**src/design/gpf_defs.vh**
```
`ifndef GPF_DEFS_VH
`define GPF_DEFS_VH
`define GPF_PIN_COUNT 8
`define GPF_PIN_PORT2_RESET 0
`define GPF_PIN_PORT4_RESET 1
`define GPF_PIN_EXP_INT0 2
`define GPF_PIN_EXP_INT2 4
`define GPF_PIN_EVENT 7
`define GPF_FUNC_RESET 8'h00
`define GPF_DIR_RESET 8'h00
`define GPF_DATA_RESET 8'h00
`define GPF_CLOCK_NS 25
`define GPF_SAMPLE_NS 128
`define GPF_SAMPLE_CYCLES ((`GPF_SAMPLE_NS + `GPF_CLOCK_NS - 1) / `GPF_CLOCK_NS)
`define GPF_SAMPLE_CNT_W 3
`endif

```
**src/design/gpf_port.v**
```verilog
`timescale 1ns/100ps
`include "gpf_defs.vh"
// Behaviour
// - Eight pins, each configurable as input or output; pins 0, 1, 2, 4 and 7 also as alternate function.
// - Each pin owns one function, one direction and one data bit.
// - Control and data bits sit in upstream port configuration space.
// - Function 1 gives alternate; else direction 0 input, 1 output.
// - After reset all pins are inputs, function and direction cleared.
// - Inputs sampled no more often than every 128 ns.
// - In general purpose mode the unused alternate function stays inactive.
// - In input mode the sampled level is captured into the data bit.
// - Data bit reads return the actual pin level in every mode.
// - In output mode the pin drives the stored data bit.
// - Pin 0, 1 carry port 2, 4 resets; pin 7 the event.
// - Pin 2, 4 receive expander interrupts 0 and 2, active low.
module gpf_port (
  // Clock and reset.
  input wire clock_in,
  input wire rst_b_in,
  // Configuration space write port from the upstream port.
  input wire cfg_write_in,
  input wire [7:0] pin_function_select_in,
  input wire [7:0] pin_direction_config_in,
  input wire [7:0] pin_data_bits_in,
  // Configuration space read view.
  output reg [7:0] pin_function_select_out,
  output reg [7:0] pin_direction_config_out,
  output reg [7:0] pin_data_bits_out,
  // Alternate function sources and sinks inside the device.
  input wire downstream_port2_reset_n_in,
  input wire downstream_port4_reset_n_in,
  input wire general_event_n_in,
  output reg expander_interrupt0_in_n_out,
  output reg expander_interrupt2_in_n_out,
  // Pads.
  input wire [7:0] pin_in,
  output reg [7:0] pin_out,
  output reg [7:0] pin_oe_n_out
);
  reg [7:0] func_reg;
  reg [7:0] dir_reg;
  reg [7:0] out_data_reg;
  reg [7:0] sample_reg;
  reg [`GPF_SAMPLE_CNT_W-1:0] tick_reg;
  reg [7:0] alt_out_next;
  reg [7:0] alt_out_mask;
  reg [7:0] pin_next;
  reg [7:0] oe_n_next;
  wire [7:0] sync_pins;
  wire sample_now;
  integer k;

  gpf_sync u_sync (
    .clock_in(clock_in),
    .rst_b_in(rst_b_in),
    .async_in(pin_in),
    .sync_out(sync_pins)
  );

  // Divider spaces samples at least 128 ns apart (six 25 ns cycles).
  localparam integer TICK_LAST_INT = `GPF_SAMPLE_CYCLES - 1;
  localparam [`GPF_SAMPLE_CNT_W-1:0] TICK_LAST =
    TICK_LAST_INT[`GPF_SAMPLE_CNT_W-1:0];
  assign sample_now = (tick_reg == TICK_LAST);

  always @(posedge clock_in) begin
    if (!rst_b_in) begin
      tick_reg <= {`GPF_SAMPLE_CNT_W{1'b0}};
    end else if (sample_now) begin
      tick_reg <= {`GPF_SAMPLE_CNT_W{1'b0}};
    end else begin
      tick_reg <= tick_reg + 3'h1;
    end
  end

  // Control bits, one per pin, held in upstream configuration space.
  always @(posedge clock_in) begin
    if (!rst_b_in) begin
      func_reg <= `GPF_FUNC_RESET;
      dir_reg <= `GPF_DIR_RESET;
      out_data_reg <= `GPF_DATA_RESET;
    end else if (cfg_write_in) begin
      func_reg <= pin_function_select_in;
      dir_reg <= pin_direction_config_in;
      out_data_reg <= pin_data_bits_in;
    end
  end

  // Sampled pin levels feed data reads in every mode.
  always @(posedge clock_in) begin
    if (!rst_b_in) begin
      sample_reg <= `GPF_DATA_RESET;
    end else if (sample_now) begin
      sample_reg <= sync_pins;
    end
  end

  // Alternate output sources per pin; zero mask marks no alternate output.
  always @* begin
    alt_out_next = 8'hFF;
    alt_out_mask = 8'h00;
    alt_out_next[`GPF_PIN_PORT2_RESET] = downstream_port2_reset_n_in;
    alt_out_next[`GPF_PIN_PORT4_RESET] = downstream_port4_reset_n_in;
    alt_out_next[`GPF_PIN_EVENT] = general_event_n_in;
    alt_out_mask[`GPF_PIN_PORT2_RESET] = 1'b1;
    alt_out_mask[`GPF_PIN_PORT4_RESET] = 1'b1;
    alt_out_mask[`GPF_PIN_EVENT] = 1'b1;
  end

  always @* begin
    pin_next = 8'h00;
    oe_n_next = 8'hFF;
    for (k = 0; k < `GPF_PIN_COUNT; k = k + 1) begin
      if (func_reg[k]) begin
        pin_next[k] = alt_out_next[k];
        oe_n_next[k] = ~alt_out_mask[k];
      end else if (dir_reg[k]) begin
        pin_next[k] = out_data_reg[k];
        oe_n_next[k] = 1'b0;
      end else begin
        pin_next[k] = 1'b0;
        oe_n_next[k] = 1'b1;
      end
    end
  end

  // Pad drive is registered; board logic sees it as asynchronous anyway.
  always @(posedge clock_in) begin
    if (!rst_b_in) begin
      pin_out <= 8'h00;
      pin_oe_n_out <= 8'hFF;
      expander_interrupt0_in_n_out <= 1'b1;
      expander_interrupt2_in_n_out <= 1'b1;
      pin_function_select_out <= `GPF_FUNC_RESET;
      pin_direction_config_out <= `GPF_DIR_RESET;
      pin_data_bits_out <= `GPF_DATA_RESET;
    end else begin
      pin_out <= pin_next;
      pin_oe_n_out <= oe_n_next;
      // Interrupts read inactive (high) unless the pin is in alternate mode.
      expander_interrupt0_in_n_out <= func_reg[`GPF_PIN_EXP_INT0] ?
        sample_reg[`GPF_PIN_EXP_INT0] : 1'b1;
      expander_interrupt2_in_n_out <= func_reg[`GPF_PIN_EXP_INT2] ?
        sample_reg[`GPF_PIN_EXP_INT2] : 1'b1;
      pin_function_select_out <= func_reg;
      pin_direction_config_out <= dir_reg;
      pin_data_bits_out <= sample_reg;
    end
  end
endmodule // gpf_port

```
**src/design/gpf_sync.v**
```verilog
`timescale 1ns/100ps
`include "gpf_defs.vh"
module gpf_sync (
  // Clock and reset.
  input wire clock_in,
  input wire rst_b_in,
  // Raw pin levels and synchronised result.
  input wire [7:0] async_in,
  output wire [7:0] sync_out
);
  reg [7:0] stage1_reg;
  reg [7:0] stage2_reg;
  genvar i;
  generate
    for (i = 0; i < `GPF_PIN_COUNT; i = i + 1) begin : g_bit
      always @(posedge clock_in) begin
        if (!rst_b_in) begin
          stage1_reg[i] <= 1'b0;
          stage2_reg[i] <= 1'b0;
        end else begin
          stage1_reg[i] <= async_in[i];
          stage2_reg[i] <= stage1_reg[i];
        end
      end
    end
  endgenerate
  assign sync_out = stage2_reg;
endmodule // gpf_sync

```
**config.mk**
```make
export PLATFORM = sky130hd
export DESIGN_NAME = gpf_port
export DESIGN_NICKNAME = d
export VERILOG_FILES = /design/src/design/gpf_port.v /design/src/design/gpf_sync.v
export VERILOG_INCLUDE_DIRS = /design/src /design/src/design
export SDC_FILE = /design/constraint.sdc
export NUM_CORES = 1
export LEC_CHECK = 0
export ABC_AREA = 1
export BUFFER_PORTS_ARGS = -buffer_cell sky130_fd_sc_hd__buf_4
export CAP_MARGIN = 20
export CORE_MARGIN = 2
export CORE_UTILIZATION = 51
export CTS_BUF_LIST = sky130_fd_sc_hd__clkbuf_16
export CTS_CLUSTER_SIZE = 20
export DETAILED_ROUTE_END_ITERATION = 6
export PLACE_DENSITY = 0.78
export REMOVE_ABC_BUFFERS = 1
export SLEW_MARGIN = 5
export SYNTH_ARGS = -nofsm -noshare
export SYNTH_HDL_FRONTEND = slang
export SYNTH_SLANG_ARGS = --single-unit
```
**constraint.sdc**
```tcl
create_clock -name clock_in -period 1.2 [get_ports clock_in]
set_input_delay 0 -clock clock_in [delete_from_list [all_inputs] [get_ports clock_in]]
set_output_delay 0 -clock clock_in [all_outputs]
set_load 0.1 [all_outputs]
```
## Word level (Yosys, flattened, before mapping)

Cells that the tools add are included.

- Bits of input ports: 38
- Output and inout bits: 42
- Logic and storage cells: 71
- Register bits: 93

- Add/subtract/negate cells: 1
- Mux-type cells: 27
- Equal/unequal tests: 1
- Bitwise gates (word level): 1
- Reductions and logical operators: 8

Operators with widths:

| cell | count |
|---|---|
| two-way mux 1 bit | 27 |
| OR reduction 2 bit | 6 |
| AND reduction 2 bit | 2 |
| adder 3 x 1 -> 3 bit (second input constant) | 1 |
| equality test 3 bit (second input constant) | 1 |
| inverter 1 bit | 1 |

## Depth between registers and ports, before layout

Gate-level depths: netlist of the first run.

- Depth after elaboration: 2
- Mapped depth: 7
- Mapped depth without buffers: 6

## Cells and area by module

Synthesis of the first run repeated with hierarchy kept, for this count alone.

- Cell total of the unflattened synthesis: 343
- Area, all modules: 2951.6 µm²

By module, submodules not included:

| module | cells an instance | instances | area each (µm²) | sequential area each (µm²) |
|---|---|---|---|---|
| gpf_port | 293 | 1 | 2467.4 | 1541.5 |
| gpf_sync | 50 | 1 | 484.2 | 320.3 |

## Worst setup path after synthesis of the first run

OpenSTA, ideal clock, no wires.

- Kind: reg-to-reg
- Start: reg tick_reg[1]
- End: reg tick_reg[2]
- Setup slack: 196 ps
- Clock period less this slack: 1004 ps
- Data arrival time: 934 ps
- Data required time: 1130 ps
- Cell stages (with the launch flop): 7
- Setup time: 70 ps
- Buffers on the path: 1
- Cell sequence: dfxtp_1 > inv_1 > ha_1 > nand2_2 > buf_6 > nand2_1 > a21oi_1

- Longest elaborated chain between the ends: 2
- Elaborated cells on any way between the ends: 3
- Classes of those cells: add/sub: 1; eq/ne: 1; reduce/logical: 1

RTL lines:

| element | RTL line | text |
|---|---|---|
| from (decl) | gpf_port.v:44 | `` reg [`GPF_SAMPLE_CNT_W-1:0] tick_reg; `` |
| from (signal assigned) | gpf_port.v:68 | `` tick_reg <= {`GPF_SAMPLE_CNT_W{1'b0}}; `` |
| from (signal assigned) | gpf_port.v:70 | `` tick_reg <= {`GPF_SAMPLE_CNT_W{1'b0}}; `` |
| from (signal assigned) | gpf_port.v:72 | `tick_reg <= tick_reg + 3'h1;` |
| parallel branches: the longest is 2 deep, another holds adder 3 x 1 -> 3 bit | - |  |

Parallel ways; which one is timed is not known.
A chain may end at the register's enable or synchronous reset.

## Final worst setup path of the first run

Same ends and word-level chain as after synthesis.

==> metrics, run 1 <==
commonest cells after routing, fill and taps aside=93 x dfxtp_1, 81 x buf_4, 73 x nand2_1; Initial Util=53.0%; Iter 0 DRT Violations=between 80 and 90; number of remaining DRC errors=0; CTS tree=yes; Port Buffer Count=79; maximum vdd drop=1.08 mV; Power Density=approximately 1600 nW/µm²; synthesized area=between 2000 and 3000 µm²; largest net degree at the start of global routing=29; final net count=498; clk sinks=93; outcome=finished clean; Post-Syn Area per Cell=8.51 µm²; worst slack, placed=between 0.06 and 0.07 ns; Clock power frac=between 30% and 40%; DRT Pass-1 Iters=4; crit path DAT=1.31 ns; Switch Pwr=1.84 mW; Worst Path Required=1.46 ns; Finish-stage setup viols=0; vias post-DR=2,345; most common cell after layout, fill and taps aside=dfxtp_1; Sequential Power Share=48.8%; Setup crit end kind=register; leak pwr=2.25 nW; Startpoint Class=register; layout cell share with drive strength beyond 1=between 20% and 30%; post-synth cell types=16; first-pass GRT wire length=9520 µm; yosys warns=0; Rows=27; core box area=5510 µm²; Synth Instances=343; Die Height=79.6 µm; total grt overflow=0; routed vias/inst=4.38; synth top area cells=dfxtp_1 64%, nand2_1 9.4%, nor2_1 8.9%; Peak Freq=~0.95 GHz; IO Pins=80; vias in the first global route=approximately 2,200; Yosys reg bits=93; Sw Share=27.1%; initial antenna violation count=0; RePlAce Congestion=0.801; actual slew at the worst max-slew pin=0.418 ns; chip width=79.6 µm; critical setup path kind=reg -> reg; setup TNS=0 ns; Layout area overhead=42.9%; Fin. Hold Viols=0; per-cell routed wire length=roughly 11 µm; Pins Over Slew Limit=0; Num CTS Buffers=9; Longest Clk Path Bufs=2; biggest area consumer among synthesized cells=dfxtp_1; number of diodes=0; fin crit share=between 80% and 90%; post-route minimum period=1.05 ns; unrepaired setup endpoints after global routing=no; Worst Path Max Fanout=17; clock skew=roughly 0.0053 ns; gr usage total=approximately a fifth; slack of the critical path=0.151 ns; DP Wirelength=3570 µm; Max Cap Viol=0; Pint=4.95 mW; H-tree levels=3; die area=6340 µm²; top cell type's share of synthesized area=63.8%; antenna violation net count after detailed routing=0; Max-slew headroom=72.1%; clock transition at the registers of the reported paths=0.06 ns; Clock Latency Late Sink=around 0.33 ns; clock root cell=clkbuf_16; Comb pwr share=around 14%; sequential-to-total area share from yosys stat=approximately 64%; Routed WL=5810 µm; worst min path class=in -> reg
==> power groups by stage <==
stage          sequential [mW]  clock [mW]  combinational [mW]
6_report                  3.31        2.49               0.987
3_3_place_gp              3.37           0               0.878
5_1_grt                   3.33        2.67                1.05
3_5_place_dp              3.38           0               0.890
4_1_cts                   3.31        2.55               0.985
2_1_floorplan             3.82           0               0.159
==> synthesized netlist by cell type <==
cell,instances
buf_8,1
buf_6,1
nand2_2,5
a21oi_1,1
nor2_1,69
clkbuf_2,2
nand2_1,73
or2_1,4
o21ai_0,27
ha_1,2
dfxtp_1,93
buf_4,3
buf_2,6
inv_2,1
inv_1,54
or2_2,1
==> layer usage <==
layer	part of all wire (%)	vias up	GRT usage [%]
met5	0	-	0
met4	1.9	0	8.45
met3	4.3	10	5.54
met2	52	55	35.5
met1	42	1046	21.5
li1	-	1234	-
==> stage by stage <==
step                      hold WS [ns]  area [µm²]  total power, mW  cells  util, %
after CTS                       0.0587        4170             6.85    535     75.6
after floorplan                 0.0935        2830             3.98    330        -
after global routing            0.0799        4170             7.05    535     75.7
final                           0.0653        4170             6.79    535     75.7
after global placement           0.181        3550             4.25    484     64.4
after detailed placement         0.184        3550             4.27    484     64.4
==> cell families (layout without fill, tap and decap cells) <==
family / Yosys count / in the layout / synth area share, %
simple gates: 152 / 152 / 20.4
buf+inv: 68 / 188 / 10.1
compound gates: 28 / 28 / 4.80
flops: 93 / 93 / 63.8
fa+ha+maj: 2 / 2 / 0.857
==> critical path, stage by stage, from the launching register on <==
cell,delay (ns)
dfxtp_1,0.34
inv_1,0.05
ha_1,0.20
nand2_4,0.17
nand2_1,0.11
a21oi_1,0.12
==> cell type report <==
class                   count  area, µm²
clock buffers               9        225
clock inverters             7       42.5
fillers                   388       1340
inverters                  55        206
multi-input cells         182        766
flip-flops and latches     93       1860
well taps                  72       90.1
repair buffers            117        978
==> worst paths after layout <==
path / startpoint / endpoint / slack [ns] / depth (start not counted)
worst max-delay path: tick_reg[1] / tick_reg[2] / 0.15 / 5
worst min-delay path: rst_b_in / dir_reg[0] / 0.07 / 3
worst max register to register: tick_reg[1] / tick_reg[2] / 0.15 / 5
worst min register to register: u_sync.stage1_reg[1] / u_sync.sync_out[1] / 0.41 / 2
==> repair_timing <==
item / 4_1_cts / 5_1_grt
resized for setup: 0 / 1
hold buffers: 35 / 0
hold endpoints to repair: 35 / 0
buffers inserted: 0 / 0
endpoints found under the setup margin: 0 / 3
(Power assumes the default switching activity.)
==> run 2: changes to the inputs <==
--- a/config.mk
+++ b/config.mk
@@ -14,6 +14,7 @@
 export CTS_BUF_LIST = sky130_fd_sc_hd__clkbuf_16
 export CTS_CLUSTER_SIZE = 20
 export DETAILED_ROUTE_END_ITERATION = 6
+export GPL_TIMING_DRIVEN = 0
 export PLACE_DENSITY = 0.78
 export REMOVE_ABC_BUFFERS = 1
 export SLEW_MARGIN = 5
==> run 2 against run 1 <==
Against the previous run:
- sequential power is essentially flat
- combinational power shrank 1%
- cell count shrank 0.56%
- cell area is essentially flat
- critical endpoint unchanged
==> metrics, run 2 (same netlist as run 1, synthesis figures left out) <==
post-route minimum period=1.06 ns; RePlAce Congestion=0.797; actual slew at the worst max-slew pin=about 0.66 ns; gr usage total=20.5%; Finish-stage setup viols=0; number of remaining DRC errors=0; clock transition at the registers of the reported paths=0.06 ns; IO Pins=80; Power Density=1720 nW/µm²; Sequential Power Share=46.2%; Clock power frac=40.1%; setup TNS=0 ns; chip width=79.6 µm; Die Height=79.6 µm; total grt overflow=0; per-cell routed wire length=11.1 µm; Layout area overhead=43.1%; clk sinks=93; Critical Path, Cell by Cell=inv_1 -> ha_1 -> nand2_4 -> nand2_1 -> a21oi_1; Pint=about 5.3 mW; Longest Clk Path Bufs=2; Largest stage delay, worst path=0.33 ns; unrepaired setup endpoints after global routing=no; maximum vdd drop=1.06 mV; DRT Pass-1 Iters=4; largest net degree at the start of global routing=74; initial antenna violation count=0; Max-slew headroom=between 50% and 60%; worst min path class=in -> reg; Fin. Hold Viols=0; fillcell total=between 300 and 400; crit path DAT=1.32 ns; reg2reg start=tick_reg[1]; routed vias/inst=4.43; critical setup path kind=reg -> reg; Initial Util=53.0%; Pwr Total=7.16 mW; CTS tree=yes; layout cell share with drive strength beyond 1=a little over a fifth; vias post-DR=2,356; CP max-delay cell=dfxtp_1; FF+latch area=1860 µm²; CP Buf/Inv Count=1; antenna violation net count after detailed routing=0; DR top layer=met4; Startpoint Class=register; Port Buffer Count=approximately 80; Num CTS Buffers=9; leak pwr=2.25 nW; Sw Share=25.4%; commonest cells after routing, fill and taps aside=93 x dfxtp_1, 79 x buf_4, 73 x nand2_1; CP delay by family, top=flip-flops; clock skew=0.00426 ns; outcome=finished clean; vias in the first global route=2,193; Routed WL=5920 µm; fin crit share=88.6%; Max Cap Viol=0; Switch Pwr=1.82 mW; H-tree levels=3; Pins Over Slew Limit=0; Comb pwr share=a little over an eighth; Peak Freq=0.941 GHz; Iter 0 DRT Violations=122; final net count=495; DRT met1 WL=2360 µm; Setup crit end kind=register; met3 routed WL=between 200 and 250 µm; number of diodes=0; Clock Latency Late Sink=approximately 0.33 ns; Worst Path Max Fanout=17; first-pass GRT wire length=9830 µm; DP Wirelength=about 3300 µm; area of the multi-input gates=about 770 µm²; hold wc startpoint=cfg_write_in; Worst Path Required=1.46 ns; Critical path origin=tick_reg[1]; die area=6340 µm²; Rows=27; core box area=5510 µm²; WL met2=3110 µm; most common cell after layout, fill and taps aside=dfxtp_1; clock root cell=clkbuf_16
==> run 2: cell count changes in the layout (fill, tap and decap cells not counted) <==
cell        delta
buf_4          -2
buf_12         -1
clkinv_4       -1
inv_6          -1
bufinv_16      +2
clkinvlp_4     -1
clkinv_1       +1
==> run 2: cell type report <==
class | instances | area share, %
clock buffer | 9 | 5.40
clock inverter | 7 | 1.95
inverter | 55 | 4.95
multi-input combinational | 182 | 18.3
sequential | 93 | 44.6
tap | 72 | 2.16
timing repair buffer | 114 | 22.6
==> run 2: tightest hold or removal path: stages <==
cell     delay (ns)
buf_4          0.19
o21ai_0        0.16
nor2_1         0.05
==> run 2: final timing paths <==
check                                     endpoint  depth (start not counted)  slack [ns]
worst max-delay path                   tick_reg[2]                          5        0.14
worst min-delay path               out_data_reg[0]                          3        0.12
worst max register to register         tick_reg[2]                          5        0.14
worst min register to register  u_sync.sync_out[5]                          2        0.41
==> run 2: routing by layer <==
layer  up-vias  GRT usage (%)
li1       1235              -
met1      1048           21.8
met2        55           35.9
met3        18           4.86
met4         0           13.8
met5         -              0
==> run 2: metrics by stage <==
stage	setup WS [ns]	hold WS, ns	util, %	std cells	cell area (µm²)
global route	0.00929	0.141	75.8	532	4170
floorplan	0.214	0.0935	-	330	2830
CTS	0.0379	0.121	75.7	532	4170
finish	0.137	0.123	75.8	532	4170
detailed placement	0.0550	0.185	63.8	481	3510
global placement	0.0905	0.182	63.8	481	3510
==> run 2: power groups by stage <==
stage	Combinational [mW]	Sequential (mW)	Clock (mW)
after floorplan	0.159	3.82	0
after global placement	0.864	3.37	0
after detailed placement	0.875	3.38	0
after CTS	0.972	3.31	2.91
after global routing	1.04	3.32	3.07
final	0.977	3.31	2.88
==> run 2: timing repair <==
action                                  in CTS  in global routing
hold buffers                                35                  0
hold endpoints to repair                    35                  0
setup buffers                                0                  0
resized for setup                            0                  1
endpoints found under the setup margin       0                  9
